**src/logic/pmbus_cfg_pkg.sv**
```systemverilog
// Shared constants, types and the linear-11 decoder for the output-limit
// and switching configuration bank.
// Assumes a 200 MHz core clock and a command decoder that hands over whole words.
package pmbus_cfg_pkg;

  // ----------------------------------------------------------------------
  // Command codes
  // ----------------------------------------------------------------------
  localparam logic [7:0] CMD_VOUT_COMMAND = 8'h21;
  localparam logic [7:0] CMD_CEILING = 8'h24;
  localparam logic [7:0] CMD_MARGIN_HIGH = 8'h25;
  localparam logic [7:0] CMD_MARGIN_LOW = 8'h26;
  localparam logic [7:0] CMD_SLEW_RATE = 8'h27;
  localparam logic [7:0] CMD_DUTY_CAP = 8'h32;
  localparam logic [7:0] CMD_SWITCH_FREQ = 8'h33;
  localparam logic [7:0] CMD_EFF_MODE = 8'h34;

  // ----------------------------------------------------------------------
  // Reset values and ranges
  // ----------------------------------------------------------------------
  localparam logic [15:0] SLEW_RESET = 16'hBA00;
  localparam logic [15:0] DUTY_CAP_RESET = 16'hEAD0;
  localparam logic [15:0] SLEW_FASTEST = 16'h7BFF;
  localparam logic [15:0] VOUT_MIN_CODE = 16'h0334;
  localparam logic [15:0] OUTPUT_VOLTAGE_CEILING_CODE = 16'hB000;
  localparam int VOUT_EXP_SHIFT = 13;
  localparam logic [16:0] CEIL_SCALE = 17'h12666;
  localparam logic [16:0] MARGIN_HIGH_SCALE = 17'h10CCD;
  localparam logic [16:0] MARGIN_LOW_SCALE = 17'h0F333;
  localparam int SCALE_SHIFT = 16;
  localparam int DUTY_FRAC_BITS = 3;
  localparam logic [9:0] DUTY_CAP_MAX = 10'h2D0;
  localparam int FREQ_MIN_KHZ = 200;
  localparam int FREQ_MAX_KHZ = 1000;
  localparam int FSW_BASE_KHZ = 30000;
  localparam logic [7:0] DIV_MIN = 8'h1E;
  localparam logic [7:0] DIV_MAX = 8'h96;
  localparam int EFF_DEM_BIT = 0;
  localparam logic [1:0] STRAP_SETTLE = 2'h3;

  // ----------------------------------------------------------------------
  // Timing
  // ----------------------------------------------------------------------
  localparam int CLK_PERIOD_PS = 5000;
  localparam int MS_IN_PS = 1000000000;
  localparam int CLK_PER_MS = MS_IN_PS / CLK_PERIOD_PS;

  // ----------------------------------------------------------------------
  // Types
  // ----------------------------------------------------------------------
  typedef enum logic [1:0] {MARGIN_OFF, MARGIN_HIGH, MARGIN_LOW} margin_sel_t;
  typedef enum logic {SCAN_IDLE, SCAN_RUN} scan_state_t;

  typedef struct packed {
    logic wr;
    logic rd;
    logic [7:0] code;
    logic [15:0] data;
  } reg_req_t;

  typedef struct packed {
    logic [15:0] vset;
    logic [15:0] freq;
    logic diode_emulation;
  } strap_t;

  // ----------------------------------------------------------------------
  // Linear-11 word to integer, scaled by 2**shift
  // ----------------------------------------------------------------------
  function automatic logic signed [31:0] linear11_value(input logic [15:0] word,
                                                       input int shift);
    int e;
    logic signed [31:0] y;
    e = int'($signed(word[15:11])) + shift;
    y = {{21{word[10]}}, word[10:0]};
    if (e > 20) begin
      e = 20;
    end
    if (e < -31) begin
      e = -31;
    end
    if (e >= 0) begin
      linear11_value = y <<< e;
    end else begin
      linear11_value = y >>> (-e);
    end
  endfunction : linear11_value

endpackage : pmbus_cfg_pkg

```
**src/logic/vout_limit_freq_config_regs.sv**
```systemverilog
// Output-voltage ceiling, margin, slew, duty cap, switching frequency and
// efficiency-mode configuration bank of a single-output PWM controller.
// Assumes a command decoder on the same clock delivers whole-word accesses,
// and that strap levels arrive straight from pins.
module vout_limit_freq_config_regs (
  // Clock and reset
  input wire logic clk,
  input wire logic rst_n,
  // Command access
  input wire pmbus_cfg_pkg::reg_req_t req,
  output logic [15:0] rd_data_ff,
  output logic rd_valid_ff,
  output logic wr_reject_ff,
  // Strap pins
  input wire pmbus_cfg_pkg::strap_t strap_pin,
  // Operating context
  input wire pmbus_cfg_pkg::margin_sel_t margin_sel,
  input wire logic power_transition,
  // Derived controls
  output logic defaults_loaded_ff,
  output logic [15:0] vout_target_ff,
  output logic vout_settled_ff,
  output logic [9:0] duty_cap_ff,
  output logic [7:0] switch_divisor_ff,
  output logic divisor_valid_ff,
  output logic diode_emulation_ff
);
  import pmbus_cfg_pkg::*;

  // ----------------------------------------------------------------------
  // Helpers
  // ----------------------------------------------------------------------

  // Strap voltage times a 1.16 fixed-point factor, saturated to a word
  function automatic logic [15:0] scale_strap(input logic [15:0] vset,
                                              input logic [16:0] factor);
    logic [32:0] prod;
    logic [16:0] shifted;
    prod = {17'h00000, vset} * {16'h0000, factor};
    shifted = prod[SCALE_SHIFT +: 17];
    if (shifted[16]) begin
      scale_strap = 16'hFFFF;
    end else begin
      scale_strap = shifted[15:0];
    end
  endfunction : scale_strap

  // Margin set points share one acceptance window
  function automatic logic margin_ok(input logic [15:0] value, input logic [15:0] ceil);
    margin_ok = (value >= VOUT_MIN_CODE) && (value <= ceil);
  endfunction : margin_ok

  // ----------------------------------------------------------------------
  // Strap synchronisers and default load
  // ----------------------------------------------------------------------
  strap_t strap_meta_ff;
  strap_t strap_sync_ff;
  logic [1:0] settle_ff;
  logic [1:0] nxt_settle;
  logic nxt_loaded;
  logic load_now;

  // Straps are pin levels, so two flops before anything reads them
  always_ff @(posedge clk or negedge rst_n) begin
    if (!rst_n) begin
      strap_meta_ff <= '0;
      strap_sync_ff <= '0;
    end else begin
      strap_meta_ff <= strap_pin;
      strap_sync_ff <= strap_meta_ff;
    end
  end

  // Wait until the synchroniser holds real strap levels, then load once
  always_comb begin
    nxt_settle = settle_ff;
    if (settle_ff != STRAP_SETTLE) begin
      nxt_settle = settle_ff + 2'h1;
    end
    load_now = !defaults_loaded_ff && (settle_ff == STRAP_SETTLE);
    nxt_loaded = defaults_loaded_ff || load_now;
  end

  always_ff @(posedge clk or negedge rst_n) begin
    if (!rst_n) begin
      settle_ff <= '0;
      defaults_loaded_ff <= 1'b0;
    end else begin
      settle_ff <= nxt_settle;
      defaults_loaded_ff <= nxt_loaded;
    end
  end

  // ----------------------------------------------------------------------
  // Configuration registers
  // ----------------------------------------------------------------------
  logic [15:0] command_ff;
  logic [15:0] ceiling_ff;
  logic [15:0] margin_high_ff;
  logic [15:0] margin_low_ff;
  logic [15:0] slew_ff;
  logic [15:0] duty_word_ff;
  logic [15:0] freq_word_ff;
  logic [7:0] eff_mode_ff;
  logic [15:0] nxt_command;
  logic [15:0] nxt_ceiling;
  logic [15:0] nxt_margin_high;
  logic [15:0] nxt_margin_low;
  logic [15:0] nxt_slew;
  logic [15:0] nxt_duty_word;
  logic [15:0] nxt_freq_word;
  logic [7:0] nxt_eff_mode;
  logic nxt_reject;
  logic scan_start;
  logic signed [31:0] wr_duty;
  logic signed [31:0] wr_freq;

  // Write acceptance; a refused write only raises the reject pulse
  always_comb begin
    nxt_command = command_ff;
    nxt_ceiling = ceiling_ff;
    nxt_margin_high = margin_high_ff;
    nxt_margin_low = margin_low_ff;
    nxt_slew = slew_ff;
    nxt_duty_word = duty_word_ff;
    nxt_freq_word = freq_word_ff;
    nxt_eff_mode = eff_mode_ff;
    nxt_reject = 1'b0;
    scan_start = 1'b0;
    wr_duty = linear11_value(req.data, DUTY_FRAC_BITS);
    wr_freq = linear11_value(req.data, 0);
    if (load_now) begin
      nxt_command = strap_sync_ff.vset;
      nxt_ceiling = scale_strap(strap_sync_ff.vset, CEIL_SCALE);
      nxt_margin_high = scale_strap(strap_sync_ff.vset, MARGIN_HIGH_SCALE);
      nxt_margin_low = scale_strap(strap_sync_ff.vset, MARGIN_LOW_SCALE);
      nxt_freq_word = strap_sync_ff.freq;
      nxt_eff_mode = {7'h00, strap_sync_ff.diode_emulation};
      scan_start = 1'b1;
    end else if (defaults_loaded_ff && req.wr) begin
      if (req.code == CMD_VOUT_COMMAND) begin
        if (req.data > ceiling_ff) begin
          nxt_reject = 1'b1;
        end else begin
          nxt_command = req.data;
        end
      end else if (req.code == CMD_CEILING) begin
        if (req.data < VOUT_MIN_CODE || req.data > OUTPUT_VOLTAGE_CEILING_CODE) begin
          nxt_reject = 1'b1;
        end else begin
          nxt_ceiling = req.data;
        end
      end else if (req.code == CMD_MARGIN_HIGH) begin
        if (margin_ok(req.data, ceiling_ff)) begin
          nxt_margin_high = req.data;
        end else begin
          nxt_reject = 1'b1;
        end
      end else if (req.code == CMD_MARGIN_LOW) begin
        if (margin_ok(req.data, ceiling_ff)) begin
          nxt_margin_low = req.data;
        end else begin
          nxt_reject = 1'b1;
        end
      end else if (req.code == CMD_SLEW_RATE) begin
        nxt_slew = req.data;
      end else if (req.code == CMD_DUTY_CAP) begin
        if (wr_duty < 0 || wr_duty > signed'({22'h000000, DUTY_CAP_MAX})) begin
          nxt_reject = 1'b1;
        end else begin
          nxt_duty_word = req.data;
        end
      end else if (req.code == CMD_SWITCH_FREQ) begin
        if (wr_freq < FREQ_MIN_KHZ || wr_freq > FREQ_MAX_KHZ) begin
          nxt_reject = 1'b1;
        end else begin
          nxt_freq_word = req.data;
          scan_start = 1'b1;
        end
      end else if (req.code == CMD_EFF_MODE) begin
        nxt_eff_mode = {7'h00, req.data[EFF_DEM_BIT]};
      end
    end
  end

  always_ff @(posedge clk or negedge rst_n) begin
    if (!rst_n) begin
      command_ff <= '0;
      ceiling_ff <= '0;
      margin_high_ff <= '0;
      margin_low_ff <= '0;
      slew_ff <= SLEW_RESET;
      duty_word_ff <= DUTY_CAP_RESET;
      freq_word_ff <= '0;
      eff_mode_ff <= '0;
      wr_reject_ff <= 1'b0;
    end else begin
      command_ff <= nxt_command;
      ceiling_ff <= nxt_ceiling;
      margin_high_ff <= nxt_margin_high;
      margin_low_ff <= nxt_margin_low;
      slew_ff <= nxt_slew;
      duty_word_ff <= nxt_duty_word;
      freq_word_ff <= nxt_freq_word;
      eff_mode_ff <= nxt_eff_mode;
      wr_reject_ff <= nxt_reject;
    end
  end

  // ----------------------------------------------------------------------
  // Read path
  // ----------------------------------------------------------------------
  logic [15:0] nxt_rd_data;
  logic nxt_rd_valid;

  // Unmapped codes answer zero so the framer never waits
  always_comb begin
    nxt_rd_valid = req.rd;
    nxt_rd_data = '0;
    if (req.code == CMD_VOUT_COMMAND) begin
      nxt_rd_data = command_ff;
    end else if (req.code == CMD_CEILING) begin
      nxt_rd_data = ceiling_ff;
    end else if (req.code == CMD_MARGIN_HIGH) begin
      nxt_rd_data = margin_high_ff;
    end else if (req.code == CMD_MARGIN_LOW) begin
      nxt_rd_data = margin_low_ff;
    end else if (req.code == CMD_SLEW_RATE) begin
      nxt_rd_data = slew_ff;
    end else if (req.code == CMD_DUTY_CAP) begin
      nxt_rd_data = duty_word_ff;
    end else if (req.code == CMD_SWITCH_FREQ) begin
      nxt_rd_data = freq_word_ff;
    end else if (req.code == CMD_EFF_MODE) begin
      nxt_rd_data = {8'h00, eff_mode_ff};
    end
    if (!req.rd) begin
      nxt_rd_data = rd_data_ff;
    end
  end

  always_ff @(posedge clk or negedge rst_n) begin
    if (!rst_n) begin
      rd_data_ff <= '0;
      rd_valid_ff <= 1'b0;
    end else begin
      rd_data_ff <= nxt_rd_data;
      rd_valid_ff <= nxt_rd_valid;
    end
  end

  // ----------------------------------------------------------------------
  // Output target selection and slew
  // ----------------------------------------------------------------------
  logic [15:0] goal_pick;
  logic [15:0] goal;
  logic signed [31:0] rate_raw;
  logic [31:0] rate_lsb;
  logic ramp_instant;

  // Margin selection first, then the ceiling clips whatever was chosen
  always_comb begin
    case (margin_sel)
      MARGIN_HIGH: goal_pick = margin_high_ff;
      MARGIN_LOW: goal_pick = margin_low_ff;
      default: goal_pick = command_ff;
    endcase
    goal = (goal_pick > ceiling_ff) ? ceiling_ff : goal_pick;
    rate_raw = linear11_value(slew_ff, VOUT_EXP_SHIFT);
    // A rate below one LSB per ms would never arrive, so it is floored
    rate_lsb = (rate_raw < 1) ? 32'h00000001 : rate_raw;
    ramp_instant = power_transition || !defaults_loaded_ff || (slew_ff == SLEW_FASTEST);
  end

  target_ramp u_ramp (
    .clk(clk),
    .rst_n(rst_n),
    .goal(goal),
    .rate_per_ms(rate_lsb),
    .instant(ramp_instant),
    .target_ff(vout_target_ff),
    .settled_ff(vout_settled_ff)
  );

  // ----------------------------------------------------------------------
  // Duty cap and diode emulation
  // ----------------------------------------------------------------------
  logic signed [31:0] duty_val;
  logic [9:0] nxt_duty_cap;

  // Stored word is already range-checked; clamp again as a safety net
  always_comb begin
    duty_val = linear11_value(duty_word_ff, DUTY_FRAC_BITS);
    if (duty_val < 0) begin
      nxt_duty_cap = '0;
    end else if (duty_val > signed'({22'h000000, DUTY_CAP_MAX})) begin
      nxt_duty_cap = DUTY_CAP_MAX;
    end else begin
      nxt_duty_cap = duty_val[9:0];
    end
  end

  always_ff @(posedge clk or negedge rst_n) begin
    if (!rst_n) begin
      duty_cap_ff <= DUTY_CAP_MAX;
      diode_emulation_ff <= 1'b0;
    end else begin
      duty_cap_ff <= nxt_duty_cap;
      diode_emulation_ff <= eff_mode_ff[EFF_DEM_BIT];
    end
  end

  // ----------------------------------------------------------------------
  // Switching divisor search
  // ----------------------------------------------------------------------
  scan_state_t scan_ff;
  scan_state_t nxt_scan;
  logic [7:0] n_ff;
  logic [7:0] nxt_n;
  logic [7:0] nxt_divisor;
  logic nxt_div_valid;
  logic signed [31:0] f_raw;
  logic [16:0] f_khz;
  logic [33:0] near_lhs;
  logic [33:0] near_rhs;

  // Walk n upward; the first n whose midpoint to n+1 lies below f is nearest.
  // One n per cycle trades 121 cycles of latency for no divider.
  always_comb begin
    f_raw = linear11_value(freq_word_ff, 0);
    if (f_raw < 0) begin
      f_khz = '0;
    end else if (f_raw > 32'sh0001FFFF) begin
      f_khz = 17'h1FFFF;
    end else begin
      f_khz = f_raw[16:0];
    end
    // Midpoint taken in frequency, not in period: f*2n(n+1) >= base*(2n+1)
    near_lhs = (34'(f_khz) * 34'(n_ff) * 34'({1'b0, n_ff} + 9'h001)) << 1;
    near_rhs = 34'(FSW_BASE_KHZ) * 34'({n_ff, 1'b1});
    nxt_scan = scan_ff;
    nxt_n = n_ff;
    nxt_divisor = switch_divisor_ff;
    nxt_div_valid = divisor_valid_ff;
    case (scan_ff)
      SCAN_IDLE: begin
        if (scan_start) begin
          nxt_scan = SCAN_RUN;
          nxt_n = DIV_MIN;
          nxt_div_valid = 1'b0;
        end
      end
      SCAN_RUN: begin
        if (scan_start) begin
          nxt_n = DIV_MIN;
        end else if (near_lhs >= near_rhs || n_ff == DIV_MAX) begin
          nxt_divisor = n_ff;
          nxt_div_valid = 1'b1;
          nxt_scan = SCAN_IDLE;
        end else begin
          nxt_n = n_ff + 8'h01;
        end
      end
      default: nxt_scan = SCAN_IDLE;
    endcase
  end

  always_ff @(posedge clk or negedge rst_n) begin
    if (!rst_n) begin
      scan_ff <= SCAN_IDLE;
      n_ff <= DIV_MIN;
      switch_divisor_ff <= DIV_MIN;
      divisor_valid_ff <= 1'b0;
    end else begin
      scan_ff <= nxt_scan;
      n_ff <= nxt_n;
      switch_divisor_ff <= nxt_divisor;
      divisor_valid_ff <= nxt_div_valid;
    end
  end

endmodule : vout_limit_freq_config_regs

```
**src/logic/target_ramp.sv**
```systemverilog
// Output target ramp: walks the voltage target one LSB at a time at a rate
// given in LSB per millisecond, or jumps at once when told to or when the rate reaches one LSB per clock.
// Assumes goal and rate come from logic on the same clock.
module target_ramp (
  // Clock and reset
  input wire logic clk,
  input wire logic rst_n,
  // Ramp control
  input wire logic [15:0] goal,
  input wire logic [31:0] rate_per_ms,
  input wire logic instant,
  // Ramp state
  output logic [15:0] target_ff,
  output logic settled_ff
);
  import pmbus_cfg_pkg::*;

  // ----------------------------------------------------------------------
  // Step accumulator
  // ----------------------------------------------------------------------
  logic [31:0] acc_ff;
  logic [31:0] nxt_acc;
  logic [15:0] nxt_target;
  logic nxt_settled;
  logic [31:0] acc_sum;

  // One LSB step each time the accumulator passes a millisecond of cycles
  always_comb begin
    acc_sum = acc_ff + rate_per_ms;
    nxt_acc = acc_ff;
    nxt_target = target_ff;
    if (instant || rate_per_ms >= 32'(CLK_PER_MS)) begin
      nxt_target = goal;
      nxt_acc = '0;
    end else if (target_ff == goal) begin
      nxt_acc = '0;
    end else if (acc_sum >= 32'(CLK_PER_MS)) begin
      nxt_acc = acc_sum - 32'(CLK_PER_MS);
      if (goal > target_ff) begin
        nxt_target = target_ff + 16'h0001;
      end else begin
        nxt_target = target_ff - 16'h0001;
      end
    end else begin
      nxt_acc = acc_sum;
    end
    nxt_settled = (nxt_target == goal);
  end

  // Ramp registers
  always_ff @(posedge clk or negedge rst_n) begin
    if (!rst_n) begin
      acc_ff <= '0;
      target_ff <= '0;
      settled_ff <= 1'b1;
    end else begin
      acc_ff <= nxt_acc;
      target_ff <= nxt_target;
      settled_ff <= nxt_settled;
    end
  end

endmodule : target_ramp

```
**config.mk**
```make
export PLATFORM = sky130hd
export DESIGN_NAME = vout_limit_freq_config_regs
export DESIGN_NICKNAME = d
export VERILOG_FILES = /design/src/logic/pmbus_cfg_pkg.sv /design/src/logic/vout_limit_freq_config_regs.sv /design/src/logic/target_ramp.sv
export SDC_FILE = /design/constraint.sdc
export NUM_CORES = 2
export LEC_CHECK = 0
export BUFFER_PORTS_ARGS = -buffer_cell sky130_fd_sc_hd__clkbuf_2
export CELL_PAD_IN_SITES_DETAIL_PLACEMENT = 0
export CELL_PAD_IN_SITES_GLOBAL_PLACEMENT = 1
export CORE_UTILIZATION = 40
export CTS_BUF_LIST = sky130_fd_sc_hd__clkbuf_2 sky130_fd_sc_hd__clkbuf_4 sky130_fd_sc_hd__clkbuf_8
export DETAILED_ROUTE_END_ITERATION = 7
export MAX_ROUTING_LAYER = met4
export PLACE_DENSITY_LB_ADDON = 0.1
export SETUP_SLACK_MARGIN = 0.4
export SLEW_MARGIN = 20
export SYNTH_ARGS = -nofsm -noshare
export SYNTH_HDL_FRONTEND = slang
export SYNTH_SLANG_ARGS = --single-unit
```
**constraint.sdc**
```tcl
create_clock -name clk -period 17.7 [get_ports clk]
set_input_delay 0.885 -clock clk [delete_from_list [all_inputs] [get_ports clk]]
set_output_delay 0.885 -clock clk [all_outputs]
set_load 0.01 [all_outputs]
```
* Word-level counts from Yosys, hierarchy flattened
Index checks and enable logic that the tools add are counted.
** Word-level totals
- Register bits :: 285
- Bits of input ports :: 64
- Output and inout bits :: 56
- Word-level logic and storage cells :: 279
** Cells by class
- Add/subtract/negate cells :: 15
- Multiply operators :: 6
- $lt $le $gt $ge :: 34
- Equality and inequality tests :: 30
- Shift operators :: 10
- Muxes and demuxes :: 116
- Bitwise logic cells :: 9
- Reductions and logical operators :: 31
** Operator list (number)
- $mux 16 :: 45
- $mux 32 :: 19
- $ge 32x1->1 const B :: 5
- $lt 32x6->1 const B :: 5
- $neg 32->32 :: 5
- $sshl 11x32->32 :: 5
- $sshr 11x32->32 :: 5
- $mux 8 :: 14
- $gt 32x11->1 const B :: 3
- $lt 32x1->1 const B :: 3
- $eq 8x6->1 const B :: 8
- $ge 32x18->1 const B :: 2
- $mul 16x16->32 const B :: 2
- $gt 16x16->1 :: 3
- $ge 34x24->1 :: 1
- $mux 17 :: 2
- $mul 16x17->33 const B :: 1
- $mul 25x9->33 :: 1
- $add 32x32->32 :: 1
- $eq 16x16->1 :: 2
- $gt 32x18->1 const B :: 1
- $lt 32x2->1 const B :: 1
- $lt 32x9->1 const B :: 1
- $pmux 16 s2 :: 1
- 39 further kinds :: 115

* Depth between registers and ports, before layout
- Depth after elaboration :: 21
- Depth in mapped cells :: 67

* Hierarchy
A second synthesis with hierarchy kept.
** Unflattened totals
- Cell total of the unflattened synthesis :: 5550
- Area total of the unflattened synthesis :: 47916.0 µm²
** By module, submodules not included
- vout_limit_freq_config_regs :: times used 1, cells each 4791, area each 42012.8 µm²
- target_ramp :: times used 1, cells each 759, area each 5903.2 µm²

* Worst setup path before layout
No wires, ideal clock.
- Path type :: reg2reg
- From :: register freq_word_ff[12]
- To :: register n_ff[2]
- Library setup time :: 89 ps
- Data arrival time :: 13355 ps
- Path slack :: 4255 ps
- Cell stages (with the launch flop) :: 62
- Buffers on the path :: 4
- Period minus slack after synthesis :: 13445 ps
- Cells stage by stage :: dfrtp_1 -> clkbuf_1 -> clkbuf_1 -> nor2_1 -> nand3_1 -> ha_1 -> or4_1 -> nor4_1 -> clkbuf_1 -> nor2_1 -> a21oi_1 -> nand2_1 -> o21ai_0 -> a32oi_1 -> a21oi_1 -> nand2_1 -> fa_1 -> fa_1 -> [26 not listed] -> a21oi_1 -> o21bai_1 -> a21oi_1 -> nor2b_1 -> o31ai_1 -> xnor2_1 -> ha_1 -> a41o_1 -> a2111oi_0 -> o211ai_1 -> a21oi_1 -> o211ai_1 -> a311o_1 -> nor3_1 -> o2111ai_1 -> clkbuf_1 -> o21ai_0 -> nand3b_1
** On the way
- Longest elaborated chain between the ends :: 16
** Ends and longest elaborated chain
- start: declaration :: RTL line vout_limit_freq_config_regs.sv:103 : logic [15:0] freq_word_ff;
- start signal: assignment :: RTL line vout_limit_freq_config_regs.sv:204 : freq_word_ff <= nxt_freq_word;
- $gt 5x6->1 :: RTL line pmbus_cfg_pkg.sv:76 : if (e > 20) begin
- $mux 32 * :: RTL line pmbus_cfg_pkg.sv:76
- $lt 32x6->1 :: RTL line pmbus_cfg_pkg.sv:79 : if (e < -31) begin
- $mux 32 * :: RTL line pmbus_cfg_pkg.sv:79
- $neg 32->32 :: RTL line pmbus_cfg_pkg.sv:85 : linear11_value = y >>> (-e);
- $sshr 11x32->32 :: RTL line pmbus_cfg_pkg.sv:85
- $mux 32 * :: RTL line pmbus_cfg_pkg.sv:82 : if (e >= 0) begin
- $gt 32x18->1 :: RTL line vout_limit_freq_config_regs.sv:333 : end else if (f_raw > 32'sh0001FFFF) begin
- $mux 17 :: RTL line vout_limit_freq_config_regs.sv:333
- $mux 17 * :: RTL line vout_limit_freq_config_regs.sv:331 : if (f_raw < 0) begin
- $mul 17x8->25 * :: RTL line vout_limit_freq_config_regs.sv:339 : near_lhs = (34'(f_khz) * 34'(n_ff) * 34'({1'b0, n_ff} + 9'h001)) << 1;
- $mul 25x9->33 * :: RTL line vout_limit_freq_config_regs.sv:339
- $ge 34x24->1 * :: RTL line vout_limit_freq_config_regs.sv:356 : end else if (near_lhs >= near_rhs || n_ff == DIV_MAX) begin
- $logic_or 1x1->1 * :: RTL line vout_limit_freq_config_regs.sv:356
- $ne 3x3->1 (no line) *
- $reduce_and 2->1 (no line) *
- end signal: assignment :: RTL line vout_limit_freq_config_regs.sv:376 : n_ff <= nxt_n;
- end: declaration :: RTL line vout_limit_freq_config_regs.sv:318 : logic [7:0] n_ff;
Mark *: on every way between the ends. The rest lies on a longest branch, timed or not.
A chain may end at the register's enable or synchronous reset.

* Worst setup path after layout
- From :: register freq_word_ff[12]
- To :: register switch_divisor_ff[5]
** On the way
- Longest elaborated chain between the ends :: 15
** Ends and longest elaborated chain
- $gt 5x6->1 :: RTL line pmbus_cfg_pkg.sv:76
- $mux 32 * :: RTL line pmbus_cfg_pkg.sv:76
- $lt 32x6->1 :: RTL line pmbus_cfg_pkg.sv:79
- $mux 32 * :: RTL line pmbus_cfg_pkg.sv:79
- $neg 32->32 :: RTL line pmbus_cfg_pkg.sv:85
- $sshr 11x32->32 :: RTL line pmbus_cfg_pkg.sv:85
- $mux 32 * :: RTL line pmbus_cfg_pkg.sv:82
- $gt 32x18->1 :: RTL line vout_limit_freq_config_regs.sv:333
- $mux 17 :: RTL line vout_limit_freq_config_regs.sv:333
- $mux 17 * :: RTL line vout_limit_freq_config_regs.sv:331
- $mul 17x8->25 * :: RTL line vout_limit_freq_config_regs.sv:339
- $mul 25x9->33 * :: RTL line vout_limit_freq_config_regs.sv:339
- $ge 34x24->1 * :: RTL line vout_limit_freq_config_regs.sv:356
- $logic_or 1x1->1 * :: RTL line vout_limit_freq_config_regs.sv:356
- $reduce_and 3->1 (no line) *
- end signal: assignment :: RTL line vout_limit_freq_config_regs.sv:377 : switch_divisor_ff <= nxt_divisor;
- end: declaration :: RTL line vout_limit_freq_config_regs.sv:24 : output logic [7:0] switch_divisor_ff,
Marked as above.

==> PnR_summary.wiki <==
{| class="wikitable"
! Metric !! Value
|-
| Max-cap violations || 0
|-
| Reg clk slew, reported paths || roughly 60 ps
|-
| DR vias/cell || between 5 and 6
|-
| Post-Syn Area || between 40000 and 50000 um^2
|-
| Setup repair bufs after CTS || 0
|-
| Post-synthesis sequential area ratio || between 10% and 20%
|-
| Portion of synthesized cell area occupied by the leading cell type || a little under 20%
|-
| Standard cell with the maximum stage delay on the critical path || xor2_1
|-
| Count of unresolved DRC violations after routing || 0
|-
| Die Wd || 347 um
|-
| Path depth of the worst reg2reg path || between 60 and 70
|-
| Number of top-level design ports || 120
|-
| Total half-perimeter wirelength after legalization and detailed placement || roughly 130 mm
|-
| Maximum frequency from static timing analysis || about 64 MHz
|-
| Number of fill cells || 12.0k
|-
| Routed via count || roughly 41k
|-
| Instance count of the mapped netlist || between 5k and 6k
|-
| Count of cells resized by post-cts repair || 0
|-
| Synthesized area per cell || 8.59 um^2
|-
| Largest net degree at the start of global routing || between 80 and 90
|-
| Rows || around 130
|-
| Critical path endpoint category || register
|-
| Crit path time final || 15720 ps
|-
| Class of the most critical hold timing path || in -> async
|-
| First-iteration detailed-routing DRC count || between 3k and 4k
|-
| Cells taking the most area after synthesis || fa_1 (20%), ha_1 (16%), dfrtp_1 (13%), inv_1 (5.4%), a21oi_1 (3.8%)
|-
| Initial antenna violation count || 8
|-
| Chip height || approximately 350 um
|-
| Cell type with the highest occurrence count on the critical path || inv_1
|-
| Initial core utilization || 40.4%
|-
| Final #Nets || ~6.7k
|-
| Crit path largest cell delay || 720 ps
|-
| Residual antenna-violating net count after detailed routing || 0
|-
| Area of the core || around 120000 um^2
|-
| Cell at the root of the clock tree || clkbuf_8
|-
| Relative slew slack || 19.1%
|-
| Number of flip-flops and latches in the synthesized netlist || 278
|-
| Top cells by count, synth || inv_1 (687), ha_1 (623), fa_1 (471)
|-
| Count of final setup violators || 0
|-
| Most area-hungry cell type in the Yosys netlist || fa_1
|-
| Proportion of register bits with asynchronous set or reset after synthesis || between 90% and 100%
|-
| Share of cells above drive strength 1 || about 9.0%
|-
| Critical Path Source Type || register
|-
| Status || complete, no violations
|-
| Routed wire length || about 160 mm
|-
| Total clock buffers created by CTS || slightly below 60
|-
| Path type of the worst setup path || reg -> reg
|-
| Global-route wire length before repair || roughly 250 mm
|-
| Gr usage total || about 28%
|-
| Number of synthesized flops with an enable pin || 0
|-
| Peak fanout along the critical path || 18
|-
| Hold buffers post-CTS || 0
|-
| Required time of the worst setup path || 18300 ps
|-
| Setup Total Neg Slack || 0 ps
|-
| Mapped Nets || 6718
|-
| Final worst-path cycle share || roughly 89%
|-
| Routed wire length per instance || 22.4 um
|-
| Count of cell types in the netlist || about 100
|-
| Primary FF master, synth || dfrtp_1
|-
| Remaining Overflow, GRT || 0
|-
| Die area || around 120000 um^2
|-
| RSZ-0062 raised after global routing || false
|-
| Data arrival time of the worst path || 16320 ps
|-
| 1st-pass router iterations || 6
|-
| RePlAce Congestion || between 0.9 and 1
|-
| Final count of hold timing violations || 0
|-
| Final max-slew violation count || 0
|-
| Skew final || approximately 32 ps
|-
| Skew-Pair Late Insertion Delay || 740 ps
|-
| Port Buffers || about 120
|-
| TritonCTS sink count || around 280
|-
| Worst Tran Pin Value || 1210 ps
|-
| Most common cell in the netlist || inv_1
|-
| Growth of design area from synthesis to finish || 7.98%
|-
| Buffers from clock root to sink, at most || 3
|-
| TritonCTS clock tree || yes
|-
| Yosys Warn Count || 0
|-
| Via count of the first global-routing pass || between 40k and 50k
|-
| CTS H-tree depth || 2
|}
[cell type report]
cell class	instances	area, um^2	area share [%]
Antenna cell	9	22.5	0.0437
Clock buffer	86	1080	2.10
Clock inverter	26	402	0.779
Inverter	698	2620	5.09
Multi-Input combinational cell	4338	37300	72.3
Sequential cell	278	6990	13.6
Tap cell	1536	1920	3.73
Timing Repair Buffer	206	1260	2.44
[critical path: cells and delay by family, from the launching register on]
kind | cells | cell delay [ps]
flops | 1 | 600
fa+ha+maj | 14 | 5470
simple gates | 12 | 2210
compound gates | 21 | 4930
mux | 2 | 460
buf+inv | 11 | 1060
xor+xnor | 2 | 820
[logic make-up after synthesis]
family | count (synthesis) | share of synthesized area (%)
xor gates and xnor gates | 204 | 3.77
buffers and inverters | 944 | 7.53
AOI/OAI and AO/OA | 1225 | 16.5
muxes | 223 | 5.49
adders and majority gates | 1094 | 36.1
and+or+nand+nor | 1592 | 16.0
DFF | 278 | 14.6
[sequential cells by signal (all words and copies together), names as in the netlist, 8 cells and up]
signal / flops
rd_data_ff: 16
n_ff: 8
u_ramp.target_ff: 16
strap_sync_ff: 33
strap_meta_ff: 33
freq_word_ff: 16
ceiling_ff: 16
u_ramp.acc_ff: 32
switch_divisor_ff: 8
duty_word_ff: 16
margin_low_ff: 16
duty_cap_ff: 10
margin_high_ff: 16
slew_ff: 16
command_ff: 16
[layer usage]
layer | track usage (%) | wire, um
met1 | 37.7 | 74300
met2 | 43.8 | 73900
met3 | 3.49 | 8520
met4 | 6.37 | 4010
met5 | - | 0
[cell usage in the layout (no fill, tap or decap), types with 68 or more instances in the layout]
| master | n |
|---|---|
| a21oi_1 | 358 |
| and2_1 | 98 |
| buf_4 | 84 |
| clkbuf_2 | 118 |
| clkbuf_8 | 70 |
| dfrtp_1 | 252 |
| fa_1 | 471 |
| ha_1 | 623 |
| inv_1 | 687 |
| mux2i_1 | 133 |
| nand2_1 | 413 |
| nand2b_1 | 92 |
| nand3_1 | 105 |
| nor2_1 | 466 |
| nor3_1 | 126 |
| o21ai_0 | 268 |
| xnor2_1 | 131 |
| xor2_1 | 68 |
[stage by stage]
stage | instances | util (%) | area (um^2) | hold slack [ps] | setup WS [ps]
global placement | 7053 | 42.3 | 50000 | 332 | 2090
detailed placement | 7054 | 42.3 | 50000 | 335 | 1820
finish | 7177 | 43.6 | 51600 | 184 | 1980
floorplan | 5560 | - | 47700 | 331 | 4260
CTS | 7166 | 43.6 | 51500 | 168 | 1760
global route | 7176 | 43.6 | 51500 | 201 | 515
[worst paths after layout]
path,to,slack [ps],start
worst max-delay path,switch_divisor_ff[5],1980,freq_word_ff[12]
worst min-delay path,n_ff[0],180,rst_n
worst max register to register,switch_divisor_ff[5],1980,freq_word_ff[12]
worst min register to register,strap_sync_ff[25],340,strap_meta_ff[25]
max in group asynchronous,u_ramp.acc_ff[15],15260,rst_n
min in group clk,strap_meta_ff[2],250,strap_pin[2]
Power is left out: the tool's default activity adds up to more than one toggle a clock period on the data nets, which glitch-free logic cannot reach.
